==> config.mk <==
export PLATFORM = sky130hd
export DESIGN_NAME = scsc_top
export DESIGN_NICKNAME = d
export VERILOG_FILES = /design/src/verilog/scsc_pkg.sv /design/src/verilog/scsc_switch.sv /design/src/verilog/scsc_top.sv
export SDC_FILE = /design/constraint.sdc
export NUM_CORES = 1
export LEC_CHECK = 0
export BUFFER_PORTS_ARGS = -buffer_cell sky130_fd_sc_hd__buf_2
export CORE_ASPECT_RATIO = 0.6
export CORE_UTILIZATION = 49
export CTS_BUF_LIST = sky130_fd_sc_hd__clkbuf_4 sky130_fd_sc_hd__clkbuf_8
export CTS_CLUSTER_SIZE = 28
export DETAILED_ROUTE_END_ITERATION = 8
export HOLD_SLACK_MARGIN = 0.15
export PLACE_DENSITY = 0.95
export SETUP_SLACK_MARGIN = 0.05
export SYNTH_ARGS = -nofsm -noshare
export SYNTH_HDL_FRONTEND = slang
export SYNTH_SLANG_ARGS = --single-unit
export TNS_END_PERCENT = 10
==> constraint.sdc <==
create_clock -name SYS_CLK -period 3.3 [get_ports SYS_CLK]
set_input_delay 0.825 -clock SYS_CLK [delete_from_list [all_inputs] [get_ports SYS_CLK]]
set_output_delay 0.825 -clock SYS_CLK [all_outputs]
set_load 0.01 [all_outputs]
==> src/verilog/scsc_pkg.sv <==
// Constants and types for the system clock source control block
package scsc_pkg;

    // Register byte offsets on the Wishbone bus
    localparam logic [7:0] OFS_OSC_RUN   = 8'h00;
    localparam logic [7:0] OFS_MAIN_SEL  = 8'h04;
    localparam logic [7:0] OFS_FREQ_SEL  = 8'h08;
    localparam logic [7:0] OFS_SPEED     = 8'h0C;
    localparam logic [7:0] OFS_PIN_MODE  = 8'h10;

    // Field positions
    localparam int BIT_HS_SYS_STOP  = 7;
    localparam int BIT_HS_INT_STOP  = 0;
    localparam int BIT_SRC_STATE    = 5;
    localparam int BIT_SRC_SELECT   = 4;
    localparam int BIT_LOWCLK_EN    = 4;
    localparam int BIT_EXT_CLK_IN   = 7;
    localparam int BIT_XTAL_SELECT  = 6;
    localparam int FREQ_MSB         = 2;

    // Reset values
    localparam logic       RST_HS_SYS_STOP = 1'b1;
    localparam logic       RST_HS_INT_STOP = 1'b0;
    localparam logic       RST_SRC_SELECT  = 1'b0;
    localparam logic       RST_LOWCLK_EN   = 1'b0;
    localparam logic [1:0] RST_PIN_MODE    = 2'h0;

    // Internal oscillator frequency codes
    localparam logic [2:0] FREQ_16M = 3'h0;
    localparam logic [2:0] FREQ_8M  = 3'h1;
    localparam logic [2:0] FREQ_4M  = 3'h2;
    localparam logic [2:0] FREQ_2M  = 3'h3;
    localparam logic [2:0] FREQ_1M  = 3'h4;

    // High-speed pin modes {external clock input, oscillator select}
    localparam logic [1:0] MODE_XTAL = 2'h1;
    localparam logic [1:0] MODE_EXT  = 2'h3;

    // Dead time between old gate off and new gate on
    localparam int CLK_PERIOD_NS = 100;
    localparam int DWELL_NS      = 200;
    localparam int DWELL_CYC     =
        (DWELL_NS + CLK_PERIOD_NS - 1) / CLK_PERIOD_NS < 1 ? 1 :
        (DWELL_NS + CLK_PERIOD_NS - 1) / CLK_PERIOD_NS;
    localparam logic [3:0] DWELL_CNT = 4'(DWELL_CYC);

    // Option byte content; freq is caught after reset, the WDT bits are read live
    typedef struct packed {
        logic       wdt_en;
        logic       wdt_stby_run;
        logic [2:0] freq;
    } scsc_opt_t;

    // Switch sequencer states
    typedef enum logic [2:0] {
        SW_RUN   = 3'h1,
        SW_DRAIN = 3'h2,
        SW_WAIT  = 3'h4
    } scsc_sw_state_t;

    typedef struct packed {
        scsc_sw_state_t state;
        logic [3:0]     cnt;
        logic           cur_hs;
        logic           gate_int;
        logic           gate_hs;
    } scsc_sw_t;

    typedef struct packed {
        logic       ack;
        logic [7:0] rdat;
        logic       hs_sys_osc_stop;
        logic       hs_internal_osc_stop;
        logic       main_clock_source_select;
        logic [1:0] pin_mode;
        logic [2:0] internal_osc_freq_select;
        logic       opt_loaded;
        logic       interval_timer_lowclk_enable;
        logic       int_en;
        logic       xtal_en;
        logic       ext_en;
        logic       ls_en;
    } scsc_main_t;

endpackage

==> src/verilog/scsc_switch.sv <==
// Glitch-free main clock source switch sequencer
`timescale 1ns/1ps
`default_nettype none

module scsc_switch (
    // Clock and reset
    input  wire logic clk,
    input  wire logic rst,
    // Request and source health
    input  wire logic req_hs,
    input  wire logic int_running,
    input  wire logic hs_running,
    // Gates and status
    output logic      gate_int,
    output logic      gate_hs,
    output logic      cur_hs
);

    localparam int DW = scsc_pkg::DWELL_CYC;

    scsc_pkg::scsc_sw_t s_q;
    scsc_pkg::scsc_sw_t s_d;
    logic               tgt_ok;

    always_comb begin
        s_d = s_q;
        tgt_ok = req_hs ? hs_running : int_running;
        case (s_q.state)
            scsc_pkg::SW_RUN: begin
                if (req_hs != s_q.cur_hs) begin
                    // Both gates closed before anything new opens
                    s_d.gate_int = 1'b0;
                    s_d.gate_hs  = 1'b0;
                    s_d.cnt      = scsc_pkg::DWELL_CNT;
                    s_d.state    = scsc_pkg::SW_DRAIN;
                end
            end
            scsc_pkg::SW_DRAIN: begin
                if (s_q.cnt <= 4'h1) begin
                    s_d.state = scsc_pkg::SW_WAIT;
                end
                s_d.cnt = s_q.cnt - 4'h1;
            end
            scsc_pkg::SW_WAIT: begin
                // New source must be running before it is let through
                if (tgt_ok) begin
                    s_d.cur_hs   = req_hs;
                    s_d.gate_hs  = req_hs;
                    s_d.gate_int = !req_hs;
                    s_d.state    = scsc_pkg::SW_RUN;
                end
            end
            default: begin
                s_d.state = scsc_pkg::SW_RUN;
            end
        endcase
    end

    always_ff @(posedge clk) begin
        if (rst) begin
            // Start-up always on the internal oscillator
            s_q.state    <= scsc_pkg::SW_RUN;
            s_q.cnt      <= 4'h0;
            s_q.cur_hs   <= 1'b0;
            s_q.gate_int <= 1'b1;
            s_q.gate_hs  <= 1'b0;
        end else begin
            s_q <= s_d;
        end
    end

    assign gate_int = s_q.gate_int;
    assign gate_hs  = s_q.gate_hs;
    assign cur_hs   = s_q.cur_hs;
endmodule

`default_nettype wire

==> src/verilog/scsc_top.sv <==
// Top of the system clock source control block with Wishbone registers
`timescale 1ns/1ps
`default_nettype none

module scsc_top (
    // Clock and reset
    input  wire logic                SYS_CLK,
    input  wire logic                SYS_RST,
    // Wishbone slave
    input  wire logic                WB_CYC_I,
    input  wire logic                WB_STB_I,
    input  wire logic                WB_WE_I,
    input  wire logic [7:0]          WB_ADR_I,
    input  wire logic [3:0]          WB_SEL_I,
    input  wire logic [31:0]         WB_DAT_I,
    output logic      [31:0]         WB_DAT_O,
    output logic                     WB_ACK_O,
    // Option byte, CPU standby and high-speed oscillator status
    input  wire scsc_pkg::scsc_opt_t OPT_BYTE,
    input  wire logic                STOP_MODE,
    input  wire logic                HALT_MODE,
    input  wire logic                HS_SYS_STABLE,
    // Oscillator controls
    output logic                     HS_INT_OSC_EN,
    output logic      [2:0]          HS_INT_FREQ,
    output logic                     XTAL_OSC_EN,
    output logic                     EXT_CLK_GATE_EN,
    output logic                     LS_OSC_EN,
    // Main clock gates, low-speed clock only reaches WDT and timer
    output logic                     MAIN_GATE_INT,
    output logic                     MAIN_GATE_HS,
    output logic                     MAIN_SRC_STATE
);

    scsc_pkg::scsc_main_t r_q;
    scsc_pkg::scsc_main_t r_d;
    logic                 req;
    logic                 wr;
    logic                 gate_int;
    logic                 gate_hs;
    logic                 cur_hs;
    logic                 hs_running;
    logic                 standby;

    assign req = WB_CYC_I && WB_STB_I && !r_q.ack;
    assign wr  = req && WB_WE_I && WB_SEL_I[0];
    assign hs_running = HS_SYS_STABLE && (r_q.xtal_en || r_q.ext_en);
    assign standby = HALT_MODE || STOP_MODE;

    always_comb begin
        r_d = r_q;
        r_d.ack = req;
        // Option byte frequency is taken once, the cycle after reset release
        if (!r_q.opt_loaded) begin
            r_d.opt_loaded = 1'b1;
            if (OPT_BYTE.freq <= scsc_pkg::FREQ_1M) begin
                r_d.internal_osc_freq_select = OPT_BYTE.freq;
            end
        end
        if (wr) begin
            if (WB_ADR_I == scsc_pkg::OFS_OSC_RUN) begin
                r_d.hs_sys_osc_stop =
                    WB_DAT_I[scsc_pkg::BIT_HS_SYS_STOP];
                r_d.hs_internal_osc_stop =
                    WB_DAT_I[scsc_pkg::BIT_HS_INT_STOP];
            end else if (WB_ADR_I == scsc_pkg::OFS_MAIN_SEL) begin
                r_d.main_clock_source_select =
                    WB_DAT_I[scsc_pkg::BIT_SRC_SELECT];
            end else if (WB_ADR_I == scsc_pkg::OFS_FREQ_SEL) begin
                // Unlisted codes are dropped so the oscillator never
                // sees an undefined rate
                if (WB_DAT_I[scsc_pkg::FREQ_MSB:0] <= scsc_pkg::FREQ_1M)
                begin
                    r_d.internal_osc_freq_select =
                        WB_DAT_I[scsc_pkg::FREQ_MSB:0];
                end
            end else if (WB_ADR_I == scsc_pkg::OFS_SPEED) begin
                r_d.interval_timer_lowclk_enable =
                    WB_DAT_I[scsc_pkg::BIT_LOWCLK_EN];
            end else if (WB_ADR_I == scsc_pkg::OFS_PIN_MODE) begin
                r_d.pin_mode = {WB_DAT_I[scsc_pkg::BIT_EXT_CLK_IN],
                                WB_DAT_I[scsc_pkg::BIT_XTAL_SELECT]};
            end
        end
        r_d.rdat = 8'h00;
        if (req && !WB_WE_I) begin
            if (WB_ADR_I == scsc_pkg::OFS_OSC_RUN) begin
                r_d.rdat[scsc_pkg::BIT_HS_SYS_STOP] = r_q.hs_sys_osc_stop;
                r_d.rdat[scsc_pkg::BIT_HS_INT_STOP] =
                    r_q.hs_internal_osc_stop;
            end else if (WB_ADR_I == scsc_pkg::OFS_MAIN_SEL) begin
                r_d.rdat[scsc_pkg::BIT_SRC_STATE] = cur_hs;
                r_d.rdat[scsc_pkg::BIT_SRC_SELECT] =
                    r_q.main_clock_source_select;
            end else if (WB_ADR_I == scsc_pkg::OFS_FREQ_SEL) begin
                r_d.rdat[scsc_pkg::FREQ_MSB:0] =
                    r_q.internal_osc_freq_select;
            end else if (WB_ADR_I == scsc_pkg::OFS_SPEED) begin
                r_d.rdat[scsc_pkg::BIT_LOWCLK_EN] =
                    r_q.interval_timer_lowclk_enable;
            end else if (WB_ADR_I == scsc_pkg::OFS_PIN_MODE) begin
                r_d.rdat[scsc_pkg::BIT_EXT_CLK_IN]  = r_q.pin_mode[1];
                r_d.rdat[scsc_pkg::BIT_XTAL_SELECT] = r_q.pin_mode[0];
            end
        end
        r_d.int_en = !STOP_MODE && !r_q.hs_internal_osc_stop;
        r_d.xtal_en = (r_q.pin_mode == scsc_pkg::MODE_XTAL) &&
                      !STOP_MODE && !r_q.hs_sys_osc_stop;
        r_d.ext_en = (r_q.pin_mode == scsc_pkg::MODE_EXT) &&
                     !STOP_MODE && !r_q.hs_sys_osc_stop;
        r_d.ls_en = (OPT_BYTE.wdt_en ||
                     r_q.interval_timer_lowclk_enable) &&
                    !(OPT_BYTE.wdt_en &&
                      !r_q.interval_timer_lowclk_enable &&
                      !OPT_BYTE.wdt_stby_run && standby);
    end

    always_ff @(posedge SYS_CLK) begin
        if (SYS_RST) begin
            r_q.ack                          <= 1'b0;
            r_q.rdat                         <= 8'h00;
            r_q.hs_sys_osc_stop              <= scsc_pkg::RST_HS_SYS_STOP;
            r_q.hs_internal_osc_stop         <= scsc_pkg::RST_HS_INT_STOP;
            r_q.main_clock_source_select     <= scsc_pkg::RST_SRC_SELECT;
            r_q.pin_mode                     <= scsc_pkg::RST_PIN_MODE;
            r_q.internal_osc_freq_select     <= scsc_pkg::FREQ_16M;
            r_q.opt_loaded                   <= 1'b0;
            r_q.interval_timer_lowclk_enable <= scsc_pkg::RST_LOWCLK_EN;
            r_q.int_en                       <= 1'b1;
            r_q.xtal_en                      <= 1'b0;
            r_q.ext_en                       <= 1'b0;
            r_q.ls_en                        <= 1'b0;
        end else begin
            r_q <= r_d;
        end
    end

    scsc_switch u_switch (
        .clk         (SYS_CLK),
        .rst         (SYS_RST),
        .req_hs      (r_q.main_clock_source_select),
        .int_running (r_q.int_en),
        .hs_running  (hs_running),
        .gate_int    (gate_int),
        .gate_hs     (gate_hs),
        .cur_hs      (cur_hs)
    );

    assign WB_DAT_O        = {24'h000000, r_q.rdat};
    assign WB_ACK_O        = r_q.ack;
    assign HS_INT_OSC_EN   = r_q.int_en;
    assign HS_INT_FREQ     = r_q.internal_osc_freq_select;
    assign XTAL_OSC_EN     = r_q.xtal_en;
    assign EXT_CLK_GATE_EN = r_q.ext_en;
    assign LS_OSC_EN       = r_q.ls_en;
    assign MAIN_GATE_INT   = gate_int;
    assign MAIN_GATE_HS    = gate_hs;
    assign MAIN_SRC_STATE  = cur_hs;
endmodule

`default_nettype wire

* Word-level counts from Yosys, hierarchy flattened
Cells that the tools add are included.
Operators by class: add/subtract/negate cells 1, $lt $le $gt $ge 3, equal/unequal tests 13, multiplexer cells 27, bitwise gates (word level) 6, reductions and logical operators 43
Operators with widths (number):
- 3-bit two-way mux | 10
- 8-bit by 4-bit equality test with 1-bit output, second input constant | 2
- 1-bit logical AND | 15
- 2-bit two-way mux | 6
- 1-bit zero test | 9
- 3-bit case mux with 3 select lines | 1
- 3-bit AND reduction | 3
- 8-bit by 3-bit equality test with 1-bit output, second input constant | 1
- 8-bit by 5-bit equality test with 1-bit output, second input constant | 1
- 8-bit zero test | 1
- 4-bit case mux with 2 select lines | 1
- 7-bit two-way mux | 1
- 7-bit OR reduction | 1
- 3-bit <= comparator, second input constant | 2
- 1-bit two-way mux | 6
- 2-bit by 1-bit != test with 1-bit output, second input constant | 3
- 1-bit NOT | 6
- 2-bit AND reduction | 3
- 6-bit AND reduction | 1
- 5-bit AND reduction | 1
- 5-bit OR reduction | 1
- 4-bit by 1-bit <= comparator with 1-bit output, second input constant | 1
- 4-bit two-way mux | 1
- 2-bit case mux with 2 select lines | 1
- 12 further kinds | 15
Word-level totals: flip-flop bits (word level) 33, input bits 57, logic and storage cells 116

* Depth between registers and ports, before layout
word-level depth 8, gate-level depth with buffers 6, mapped depth without buffers 6

* Cells and area by module
From an unflattened synthesis, not the netlist that was laid out.
Second synthesis, totals: cell total of the unflattened synthesis 195, area, all modules 1726.7 sq um
By module, submodules not included:
- scsc_top | times used 1, cells each 138, area each 1219.9 sq um, sequential area each 440.4 sq um
- scsc_switch | times used 1, cells each 57, area each 506.7 sq um, sequential area each 200.2 sq um

* Worst setup path before layout
No wires, ideal clock.
path kind input -> register, start input WB_ADR_I[3], end register r_q (netlist bit HS_INT_FREQ[1]), setup time 0.086 ns, data arrival time 1.669 ns, setup slack 1.544 ns, stages 5, path buffers 1, path through buf_6 nor4b_4 and3_4 nand3_4 a221oi_2
On the way: cells in the longest elaborated chain, start to end 5, elaborated cells between the ends (all ways) 7
Ends and longest elaborated chain:
- start: declaration | line scsc_top.sv:13 | input wire logic [7:0] WB_ADR_I,
- 8-bit by 4-bit equality test with 1-bit output | line scsc_top.sv:69 | end else if (WB_ADR_I == scsc_pkg::OFS_FREQ_SEL) begin
- 3-bit two-way mux | line scsc_top.sv:69
- 3-bit two-way mux | line scsc_top.sv:66 | end else if (WB_ADR_I == scsc_pkg::OFS_MAIN_SEL) begin
- 3-bit two-way mux * | line scsc_top.sv:61 | if (WB_ADR_I == scsc_pkg::OFS_OSC_RUN) begin
- 3-bit two-way mux * | line scsc_top.sv:60 | if (wr) begin
- end signal: assignment | line scsc_top.sv:134 | r_q <= r_d;
- end: declaration | line scsc_top.sv:35 | scsc_pkg::scsc_main_t r_q;
Every way passes the cells marked *; elsewhere a longest branch is shown, timed or not. A chain may end at the register's enable or synchronous reset.

* Worst setup path after layout
start input WB_ADR_I[5], end register r_q[11] (netlist name)
On the way: cells in the longest elaborated chain, start to end 3, elaborated cells between the ends (all ways) 4
Ends and longest elaborated chain (line):
- 8-bit zero test | scsc_top.sv:61
- 1-bit NOT (no source line)
- 3-bit AND reduction (no source line) *
Marks and branches as above.

==> metrics.cfg <==
[placement]
dp.cells=269
gp_congestion=0.8606
dp_hpwl_um=2768
port_buffers=45

[synthesis]
synth_warnings=0
synthAdderAreaFrac_pct=1.378
synthMuxAreaShare_pct=1.654
yosys.area_share.simple_pct=28.05
ys_ff_latch=32
synth_top_area_cell=dfxtp_1
synth.area.top_cells=dfxtp_1, buf_4, a21oi_1
synth_top_family_by_area=simple AND/OR/NAND/NOR gates
synth_xor_area_share_pct=0.9649
synth_top_area_share_pct=35.29
synth-edff-count=0
syn_inst=196
synth_area_um2=1815
async_reset_ff_share_pct=0
synth_compound_area_share_pct=14.89
seq_area_frac_synth_pct=35.29
avgSynthCellArea_um2=9.263
synth_top_flop_cell=dfxtp_1
ys_types=53

[detailed_routing]
detail_route.wl_per_cell_um=13.05
ant_nets=0
drt_iter0_markers=100
post-route-drc-count=0
dr_total_vias=1459
drtPass1Iterations=4
vias_per_cell=5.267
routed_wl_um=3614

[clocking]
cts_buffer_depth=2
cts_setup_buffers=0
cts-root-buf=clkbuf_8
ctsResizeCount=0
cts_buffers=5
clkSlewWorstSetupHoldPaths_ns=0.07
postCtsHoldBufs=0
cts_sinks=32
cts-htree-levels=2
cts_tree=yes
clk_latency_ns=0.28

[cells_and_area]
final_common_cell=buf_2
filler_cell_count=288
multi_input_area_um2=945.9
fin_util_pct=59.26
fin_nets=290
diodes=0
stdcell_count=277
seq_area_um2=640.6
mostFrequentLayoutCells=buf_2, dfxtp_1, conb_1, a21oi_1, nor2_1
syn2layout_area_growth_pct=11.10
drive_above_1_share_pct=30.60

[critical_path]
cp-end-kind=flop
worstPathMaxFanout=6
crit_path_start_kind=primary input
arrival_ns=1.86
crit_type=primary input to flop
required_ns=3.46

[run]
maxCapViolCount=0

[die]
coreArea_um2=3403
rows=16
initial_core_util_pct=53.35
die_w_um=80.58
pin_count=100
die-area_um2=3961
die_h_um=49.15

[timing]
slew_violations=0
fin_tns_setup_ns=0
skew_ns=0.006418
period_share_pct=51.62
fmax_ghz=0.5870
finalHoldViolCount=0
period_needed_ns=1.703
rsz0062_at_grt=no
final-setup-viol-count=0

[power]
p_switching_uw=200.4
power_uw=884.1
seqPwrFrac_pct=44.5
p_per_area_nw_per_um2=438.3
p_comb_share_pct=8.8
power.internal_uw=683.7
cellLeakagePower_uw=0.0008557
pwr-share-clk_pct=46.6
sw_frac_of_total_pct=22.67
max-vdd-ir-drop_mv=0.2628

[grt]
grt_antenna_before_repair=0
grt_start_max_net_pins=23
grt_usage_pct=19.39
overflow=0
grt_pass1_wl_um=5685
grt_pass1_vias=1206

[run_status]
status=finished clean

[worst_hold_path]
min_path_type=flop to flop

-- per-layer routing --
metal / vias to the layer above / GRT usage [%] / part of all wire, %
met5: - / 0 / 0
met4: 0 / 4.464 / 0.58
met3: 4 / 6.916 / 8.9
met2: 71 / 25.99 / 41
met1: 673 / 29.03 / 49
li1: 711 / - / -
-- power by group through the flow --
| stage | sequential (µW) | clock, µW | combinational [µW] |
|---|---|---|---|
| 6_report | 394 | 412 | 78.0 |
| 5_1_grt | 394 | 431 | 85.8 |
| 4_1_cts | 394 | 416 | 77.2 |
| 3_5_place_dp | 402 | 0 | 77.0 |
| 3_3_place_gp | 402 | 0 | 75.6 |
| 2_1_floorplan | 403 | 0 | 69.2 |
-- cells by family after synthesis --
logic type | count (synthesis)
buffers and inverters | 47
adder cells (fa/ha/maj) | 2
XOR/XNOR | 2
AND/OR/NAND/NOR | 70
multiplexers | 3
flip-flops | 32
other | 1
AO/OA/AOI/OAI | 39
-- synth_stat cells, drive strengths merged (2+ instances only) --
cell / number
a211o: 2
a211oi: 3
a21oi: 13
a221oi: 4
and2: 2
and3: 3
and3b: 2
buf: 40
dfxtp: 32
ha: 2
inv: 6
mux2i: 3
nand2: 6
nand2b: 5
nand3: 8
nand3b: 5
nand4: 3
nand4b: 2
nor2: 12
nor3: 11
nor3b: 2
nor4b: 2
o21ai: 10
xor2: 2
-- final timing paths --
| check | start | to | slack [ns] | depth (start not counted) |
|---|---|---|---|---|
| min reg2reg | r_q[10] | XTAL_OSC_EN | 0.46 | 1 |
| max reg2reg | u_switch.s_q[3] | u_switch.s_q[8] | 1.68 | 6 |
| max | WB_ADR_I[5] | r_q[11] | 1.60 | 5 |
| min | r_q[10] | XTAL_OSC_EN | 0.46 | 1 |
-- layout make-up --
class | instances | area share, %
Multi-Input combinational cell | 141 | 46.90
Tap cell | 45 | 2.792
Sequential cell | 32 | 31.76
Clock inverter | 1 | 1.489
Clock buffer | 7 | 4.777
Timing Repair Buffer | 45 | 11.17
Inverter | 6 | 1.117
-- stage by stage --
stage | hold WS, ns | area [µm²] | worst slack [ns]
3_5_place_dp | 0.4559 | 1891 | 1.301
2_1_floorplan | 0.4240 | 1906 | 1.544
5_1_grt | 0.4839 | 2017 | 1.423
4_1_cts | 0.4628 | 2017 | 1.597
3_3_place_gp | 0.4450 | 1891 | 1.313
6_report | 0.4633 | 2017 | 1.597
-- flip-flops by register name, summed over array words and instances (netlist names) --
name and count:
u_switch.gate_int 1, HS_INT_FREQ 3, u_switch.cur_hs 1, u_switch.gate_hs 1, u_switch.s_q 7, WB_ACK_O 1
LS_OSC_EN 1, r_q 7, HS_INT_OSC_EN 1, WB_DAT_O 7, XTAL_OSC_EN 1, EXT_CLK_GATE_EN 1
-- critical path, cell delays in order --
cell and delay [ns]:
buf_2 0.12, nor3_2 0.31, nand4b_1 0.22, o41ai_1 0.29, a21oi_1 0.10
(Power assumes the default switching activity.)
